## src/pkg/dacl_defs.svh

```systemverilog
/*
 * constants for the parallel input latch of the 8-bit converter.
 * assumes inclusion by bare name from package and design files.
 */
`ifndef DACL_DEFS_SVH
`define DACL_DEFS_SVH

`define DACL_SAMPLE_WIDTH    8
`define DACL_FULL_SCALE      9'h100
`define DACL_CODE_MAX        8'hFF
`define DACL_CODE_RESET      8'h00
`define DACL_RATE_MSPS       210
`define DACL_CLK_MHZ         250
`define DACL_DUTY_PCT        50
`define DACL_STRAP_LOW       2'h0
`define DACL_STRAP_HIGH      2'h1
`define DACL_STRAP_FLOAT     2'h2

`endif

```

## src/pkg/dacl_pkg.sv

```systemverilog
/*
 * types for the parallel input latch of the converter.
 * assumes dacl_defs.svh is on the include path.
 */
`include "dacl_defs.svh"

package dacl_pkg;

    typedef enum logic [1:0] {
        DACL_CLK_SINGLE,
        DACL_CLK_DIFF,
        DACL_CLK_TERM
    } dacl_clk_mode_t;

    typedef logic [`DACL_SAMPLE_WIDTH-1:0] dacl_code_t;

endpackage

```

## src/pkg/dacl_code_if.sv

```systemverilog
/*
 * carries the latched code from the latch core to the output decode.
 * assumes one clock domain shared by both ends.
 */
`timescale 1ns/1ns
`default_nettype none

interface dacl_code_if;
    dacl_pkg::dacl_code_t code;
    logic                 update;
    modport src (output code, output update);
    modport dst (input  code, input  update);
endinterface

`default_nettype wire

```

## src/dacl_latch.sv

```systemverilog
/*
 * parallel input latch of an 8-bit converter: captures the sample word
 * each rising edge with clk_en high and drives primary and complement output weights.
 * assumes sample word and straps come from pins and are resynchronised here.
 */
// Functional notes
// - eight bits, straight binary, msb highest line
// - capture word on rising edge, update output
// - accept conversion rates up to 210 msps
// - any duty cycle within latch pulse width
// - primary n/256, complement (255-n)/256
// - strap selects single, differential or terminated mode
`timescale 1ns/1ns
`default_nettype none
`include "dacl_defs.svh"

module dacl_latch #(
    parameter int WIDTH = `DACL_SAMPLE_WIDTH
) (
    input  wire logic             clk,
    input  wire logic             clk_en,
    input  wire logic             sys_rst,
    input  wire logic [WIDTH-1:0] sample_word,
    input  wire logic             clock_mode_strap_low,
    input  wire logic             clock_mode_strap_high,
    output logic [8:0]            primary_current_out,
    output logic [8:0]            complement_current_out,
    output dacl_pkg::dacl_clk_mode_t clock_mode,
    output logic                  neg_clock_used
);

    ////////////////////////////////////////////////////////////////////
    // pin synchronisers: first stage read only by second
    logic [WIDTH-1:0] word_meta_reg;
    logic [WIDTH-1:0] word_sync_reg;
    logic [1:0]       strap_meta_reg;
    logic [1:0]       strap_sync_reg;

    always_ff @(posedge clk) begin
        if (clk_en) begin
            word_meta_reg  <= sample_word;
            word_sync_reg  <= word_meta_reg;
            strap_meta_reg <= {clock_mode_strap_high, clock_mode_strap_low};
            strap_sync_reg <= strap_meta_reg;
        end
    end

    ////////////////////////////////////////////////////////////////////
    // master/slave latch: bit WIDTH-1 is sample_msb, bit 0 sample_lsb
    // one clock, no duty-cycle dependency; the 250 MHz clock exceeds 210 MSPS
    logic [WIDTH-1:0] code_reg;
    logic             update_reg;
    dacl_code_if      code_link();

    always_ff @(posedge clk) begin
        if (sys_rst) begin
            code_reg   <= `DACL_CODE_RESET;
            update_reg <= 1'b0;
        end else if (clk_en) begin
            code_reg   <= word_sync_reg;
            update_reg <= 1'b1;
        end
    end

    // update marks a code that came through an enabled edge since reset;
    // the split stage holds its reset outputs until then; the synchronisers have no reset,
    // so what they hold at release goes to code_reg on that edge and to the outputs on the next

    assign code_link.code   = code_reg;
    assign code_link.update = update_reg;

    dacl_split u_split (
        .clk                    (clk),
        .clk_en                 (clk_en),
        .sys_rst                (sys_rst),
        .code_in                (code_link.dst),
        .primary_current_out    (primary_current_out),
        .complement_current_out (complement_current_out)
    );

    ////////////////////////////////////////////////////////////////////
    // strap decode: low = ground, high = supply, neither = floating
    // sampled continuously so a late-settling strap still lands
    always_ff @(posedge clk) begin
        if (sys_rst) begin
            clock_mode     <= dacl_pkg::DACL_CLK_SINGLE;
            neg_clock_used <= 1'b0;
        end else if (clk_en) begin
            if (strap_sync_reg[0]) begin
                clock_mode     <= dacl_pkg::DACL_CLK_SINGLE;
                neg_clock_used <= 1'b0;
            end else if (strap_sync_reg[1]) begin
                clock_mode     <= dacl_pkg::DACL_CLK_DIFF;
                neg_clock_used <= 1'b1;
            end else begin
                clock_mode     <= dacl_pkg::DACL_CLK_TERM;
                neg_clock_used <= 1'b1;
            end
        end
    end

    ////////////////////////////////////////////////////////////////////
    a_latch_capture: assert property (@(posedge clk) disable iff (sys_rst)
        clk_en && !$past(sys_rst) |=> code_reg == $past(word_sync_reg) || !$past(clk_en))
        else $error("latch did not capture word");

    a_latch_hold: assert property (@(posedge clk) disable iff (sys_rst)
        !clk_en |=> $stable(code_reg))
        else $error("code changed without an enabled edge");

    a_strap_single: assert property (@(posedge clk) disable iff (sys_rst)
        clk_en && strap_sync_reg[0] |=> clock_mode == dacl_pkg::DACL_CLK_SINGLE)
        else $error("ground strap did not give single mode");

    a_strap_diff: assert property (@(posedge clk) disable iff (sys_rst)
        clk_en && strap_sync_reg == 2'h2 |=> clock_mode == dacl_pkg::DACL_CLK_DIFF)
        else $error("supply strap did not give differential mode");

    a_reset_mode: assert property (@(posedge clk)
        sys_rst |=> clock_mode == dacl_pkg::DACL_CLK_SINGLE && !neg_clock_used)
        else $error("reset did not give single mode");

    a_reset_code: assert property (@(posedge clk)
        sys_rst |=> code_reg == `DACL_CODE_RESET && !update_reg)
        else $error("reset did not clear held code");

    a_update_seen: assert property (@(posedge clk) disable iff (sys_rst)
        clk_en |=> update_reg)
        else $error("enabled edge did not mark code as updated");

    a_strap_float: assert property (@(posedge clk) disable iff (sys_rst)
        clk_en && strap_sync_reg == 2'h0 |=> clock_mode == dacl_pkg::DACL_CLK_TERM)
        else $error("floating strap did not give terminated mode");

    a_single_negpin: assert property (@(posedge clk) disable iff (sys_rst)
        clock_mode == dacl_pkg::DACL_CLK_SINGLE |-> !neg_clock_used)
        else $error("negative clock used in single mode");

    a_code_to_out: assert property (@(posedge clk) disable iff (sys_rst)
        clk_en [*3] |-> primary_current_out == {1'b0, $past(word_sync_reg, 2)})
        else $error("output lags sample word wrongly");

endmodule // dacl_latch

`default_nettype wire

```

## src/dacl_split.sv

```systemverilog
/*
 * splits the held code into primary and complement weights out of 256.
 * assumes the code arrives from flip-flops on the same clock.
 */
`timescale 1ns/1ns
`default_nettype none
`include "dacl_defs.svh"

module dacl_split (
    input  wire logic           clk,
    input  wire logic           clk_en,
    input  wire logic           sys_rst,
    dacl_code_if.dst            code_in,
    output logic [8:0]          primary_current_out,
    output logic [8:0]          complement_current_out
);

    // numerators over full scale: n/256 and (255-n)/256
    always_ff @(posedge clk) begin
        if (sys_rst) begin
            primary_current_out    <= 9'h000;
            complement_current_out <= {1'b0, `DACL_CODE_MAX};
        end else if (clk_en && code_in.update) begin
            primary_current_out    <= {1'b0, code_in.code};
            complement_current_out <= {1'b0, `DACL_CODE_MAX - code_in.code};
        end
    end

    a_split_sum: assert property (@(posedge clk) disable iff (sys_rst)
        (primary_current_out + complement_current_out) == {1'b0, `DACL_CODE_MAX})
        else $error("output pair does not sum to 255");

    a_split_follow: assert property (@(posedge clk) disable iff (sys_rst)
        clk_en && $past(clk_en) && $past(code_in.update) && !$past(sys_rst) |->
            primary_current_out == {1'b0, $past(code_in.code)})
        else $error("primary output does not follow code");

endmodule // dacl_split

`default_nettype wire

```

## config.mk

```make
export PLATFORM = sky130hd
export DESIGN_NAME = dacl_latch
export DESIGN_NICKNAME = d
export VERILOG_FILES = /design/src/pkg/dacl_pkg.sv /design/src/pkg/dacl_code_if.sv /design/src/dacl_latch.sv /design/src/dacl_split.sv
export VERILOG_INCLUDE_DIRS = /design/src /design/src/pkg
export SDC_FILE = /design/constraint.sdc
export NUM_CORES = 1
export LEC_CHECK = 0
export BUFFER_PORTS_ARGS = -buffer_cell sky130_fd_sc_hd__buf_4
export CAP_MARGIN = 15
export CORE_MARGIN = 2
export CORE_UTILIZATION = 48
export CTS_BUF_LIST = sky130_fd_sc_hd__clkbuf_16
export DETAILED_ROUTE_END_ITERATION = 12
export PLACE_DENSITY = 0.78
export SLEW_MARGIN = 30
export SYNTH_ARGS = -nofsm -noshare
export SYNTH_HDL_FRONTEND = slang
export SYNTH_SLANG_ARGS = --single-unit
```

## constraint.sdc

```tcl
create_clock -name clk -period 0.9 [get_ports clk]
set_input_delay 0.09 -clock clk [delete_from_list [all_inputs] [get_ports clk]]
set_output_delay 0.09 -clock clk [all_outputs]
set_load 0.02 [all_outputs]
```

; After elaboration in Yosys (flattened, before gate mapping)
; Index checks and enable logic that the tools add are counted.
[totals]
wordCells = 15
inputBits = 13
out_inout_bits = 21
regBits = 48
[classes]
mux = 3
n_reduce_logical = 1
n_addsub = 1
[op_table]
columns = op, n
row1 = $sub 8x8->8 const A, 1
row2 = $mux 2, 2
row3 = $logic_and 1x1->1, 1
row4 = $mux 1, 1

; Depth between registers and ports, before layout
[logic_depth]
depth_word = 2
depth_mapped = 4

; Cells and area by module
; From an unflattened synthesis, not the netlist that was laid out.
[unflattened]
cells_unflattened = 124
hier_area_um2 = 1699.1
[by_module_without_submodules]
columns = mod, n_inst, seq_area_each_um2, cells_per_inst, area_per_inst_um2
row1 = dacl_latch, 1, 840.8, 61, 1027.2
row2 = dacl_split, 1, 320.3, 63, 671.9

; Least setup slack after synthesis
; No wires, ideal clock.
[synth_timing]
path_kind = reg-to-reg
startpoint = reg update_reg (netlist: code_link.update)
endpoint = reg u_split.complement_current_out[4]
setup_slack_ps = -66
arrival_time_ps = 852
stages_incl_launch_ff = 5
t_required_ps = 786
cell_sequence = dfxtp_1 buf_6 buf_8 a21o_1 a21o_1
[synth_via]
elab_chain_cells = 1
[synth_rtl]
columns = item, line
row1 = "start, declared", dacl_latch.sv:52  ; logic update_reg;
row2 = "start signal, assigned", dacl_latch.sv:58  ; update_reg <= 1'b0;
row3 = "start signal, assigned", dacl_latch.sv:61  ; update_reg <= 1'b1;
row4 = $logic_and 1x1->1, dacl_split.sv:23  ; end else if (clk_en && code_in.update) begin
row5 = "end signal, assigned", dacl_split.sv:22  ; complement_current_out <= {1'b0, `DACL_CODE_MAX};
row6 = "end signal, assigned", dacl_split.sv:25  ; complement_current_out <= {1'b0, `DACL_CODE_MAX - code_in.code};
row7 = "end, declared", dacl_split.sv:15  ; output logic [8:0] complement_current_out
; Every way passes these cells.
; A chain may end at the register's enable or synchronous reset.

; Worst setup path after layout
[layout_timing]
startpoint = reg strap_sync_reg[1]
endpoint = reg clock_mode[1]
[layout_via]
elab_chain_cells = 2
[layout_rtl]
columns = item, line
row1 = "start, declared", dacl_latch.sv:37  ; logic [1:0] strap_sync_reg;
row2 = "start signal, assigned", dacl_latch.sv:44  ; strap_sync_reg <= strap_meta_reg;
row3 = $mux 2, dacl_latch.sv:92  ; end else if (strap_sync_reg[1]) begin
row4 = $mux 2, dacl_latch.sv:89  ; if (strap_sync_reg[0]) begin
row5 = "end signal, assigned", dacl_latch.sv:90  ; clock_mode <= dacl_pkg::DACL_CLK_SINGLE;
row6 = "end signal, assigned", dacl_latch.sv:93  ; clock_mode <= dacl_pkg::DACL_CLK_DIFF;
row7 = "end signal, assigned", dacl_latch.sv:96  ; clock_mode <= dacl_pkg::DACL_CLK_TERM;
row8 = "end, declared", dacl_latch.sv:28  ; output dacl_pkg::dacl_clk_mode_t clock_mode,
; Every way passes these cells.

==> impl_metrics.tcl <==
set metrics [dict create \
    drt-pass1-iter-count 4 \
    cpLargestDelayFamily "flip-flops" \
    regToRegSetupSlack_ns -0.07 \
    insertion_delay_ns 0.28 \
    violations "setup timing" \
    drive_gt1_share_pct 41.6 \
    fin_util_pct 65.0 \
    grt_pass1_vias 1062 \
    drc_errors 0 \
    clock.fmax_mhz 1030 \
    syn_area_mm2 0.00183 \
    final_common_cell "buf_4" \
    cts_setup_buffers 0 \
    holdCritPathClass "primary input to flip-flop" \
    ff_latch_area_mm2 0.00117 \
    diodes 0 \
    gp_congestion 0.737 \
    multiInputGateArea_um2 558 \
    drt_wl_total_um 3100 \
    critPathMaxFanout 2 \
    maxSlewViolCount 0 \
    dpl_worst_slack_ns -0.0730 \
    endpoint_kind "flip-flop" \
    r2r_end "clock_mode[1]" \
    ys_seq_area_share_pct 63.5 \
    root_buffer "clkbuf_16" \
    fin_crit_sh_pct 108 \
    die_h_um 65.7 \
    layout_common_cells "33 x buf_4, 24 x dfxtp_1, 20 x edfxtp_1" \
    grt_max_degree 29 \
    initial_core_util_pct 50.0 \
    status "finished with violations" \
    clockBufferDepth 2 \
    rsz0062_at_grt "true" \
    htree_levels 2 \
    synthCells 127 \
    grt_overflow 0 \
    r2r_start "strap_sync_reg[1]" \
    cpMaxStageDelayCell "edfxtp_1" \
    synth.avg_cell_area_um2 14.4 \
    fillers 279 \
    max_stage_delay_ns 0.39 \
    setup_viol_count_final 6 \
    num_rows 22 \
    crit_chain "or3b_1 -> a21oi_1" \
    instances_no_fill 221 \
    tritoncts "done" \
    viasPerCell 4.85 \
    numCtsBuffers 5 \
    clkTransAtPathRegs_ns 0.06 \
    area_growth_pct 30.0 \
    hold_viol 0 \
    grt_antenna_before_repair 0 \
    cp.arrival_ns 1.18 \
    startpoint_type "flip-flop" \
    crit_required_ns 1.11 \
    die_w_um 65.7 \
    ys_types 20 \
    yosysWarningCount 0 \
    vdd_drop_max_mv 1.33 \
    dp.cells 201 \
    nets 185 \
    ys_ff_latch 48 \
    min_from "sys_rst" \
    ff2ff_path_depth 2 \
    hold_path_depth 2 \
    cts_sinks 48 \
    io_buffers 31 \
    ioPinCount 34 \
    path_buf_inv 0 \
    placeableCoreArea_mm2 0.00366 \
    ant_nets 0 \
    drtIter0Drc 61 \
    num_vias 1072 \
    p_per_area_mw_per_mm2 1990 \
    setup_tns_ns -0.185 \
    fin_skew_ns 0.00519 \
    setup_ws_ns -0.0705 \
    hpwlAfterDp_um 1910 \
    post-route-min-period_ns 0.971 \
    path_class "flip-flop to flip-flop" \
    max_cap_viol_count 0 \
    wl_per_cell_um 14.0 \
    hold-path-endpoint "code_link.code[7]" \
    grt_pass1_wl_um 5000 \
    power_leakage_nw 0.925 \
    grt_use_total_pct 15.6 \
    dieArea_mm2 0.00432 \
    startpoint "strap_sync_reg[1]" \
]
-- routing by layer --
metal / routed length (um) / share of wire (%) / global-route usage, %
met1: 1320 / 42 / 18.4
met2: 1640 / 53 / 27.1
met3: 145 / 4.7 / 5.65
met4: 0 / 0 / 3.13
met5: 0 / 0 / 0
-- cell usage after synthesis (all sizes together) --
| cell | instances | share of area [%] |
|---|---|---|
| a21oi | 10 | 4.4 |
| a21bo | 8 | 4.4 |
| nand3 | 8 | 4.4 |
| dfxtp | 28 | 31 |
| nand3b | 1 | 0.41 |
| conb | 1 | 0.21 |
| nand2b | 2 | 0.68 |
| or3b | 1 | 0.48 |
| a21o | 16 | 6.9 |
| edfxtp | 20 | 33 |
| buf | 12 | 7.4 |
| nor2 | 11 | 2.3 |
| mux2i | 8 | 4.4 |
| a211oi | 1 | 0.68 |
-- report_power, final --
group	switching (mW)	leakage, nW	internal [mW]
combinational	0.193	0.418	0.193
sequential	0.0585	0.424	2.39
clock	0.721	0.0832	1.18
total	0.973	0.925	3.77
-- cell families (layout without fill, tap and decap cells) --
kind of cell | after synthesis | count (layout) | share of synthesized area [%]
other cells | 1 | 2 | 0.205
flops | 48 | 48 | 63.5
simple gates | 23 | 23 | 8.21
buf+inv | 12 | 57 | 7.39
compound gates | 35 | 35 | 16.3
mux | 8 | 8 | 4.38
-- worst max-delay path by stage --
stage	end	slack, ns	cells past startpoint
floorplan	u_split.complement_current_out[4]	-0.03	4
global placement	u_split.complement_current_out[3]	-0.05	3
detailed placement	u_split.complement_current_out[2]	-0.07	3
CTS	clock_mode[1]	-0.06	2
global route	clock_mode[1]	-0.11	2
finish	clock_mode[1]	-0.07	2
-- area by class of cell --
class	instances	area share (%)
clock buffers	6	6.31
flip-flops and latches	48	49.1
multi-input cells	68	23.5
repair buffers	49	18.2
clock inverters	2	0.368
well taps	48	2.52
-- what timing repair did --
action,CTS,global route
pin swaps,1,16
hold buffers,10,0
gates cloned,2,0
setup endpoints to repair,11,15
hold endpoints to repair,10,0
gates resized for setup,6,8
-- metrics by stage --
stage          hold WS, ns  power (mW)  area [um^2]
6_report             0.194        4.74         2380
5_1_grt              0.198        4.93         2380
4_1_cts              0.194        4.77         2350
3_5_place_dp         0.269        2.82         2060
3_3_place_gp         0.269        2.80         2060
2_1_floorplan        0.189        2.72         1830
No activity file was read; power rests on OpenSTA's default activity.
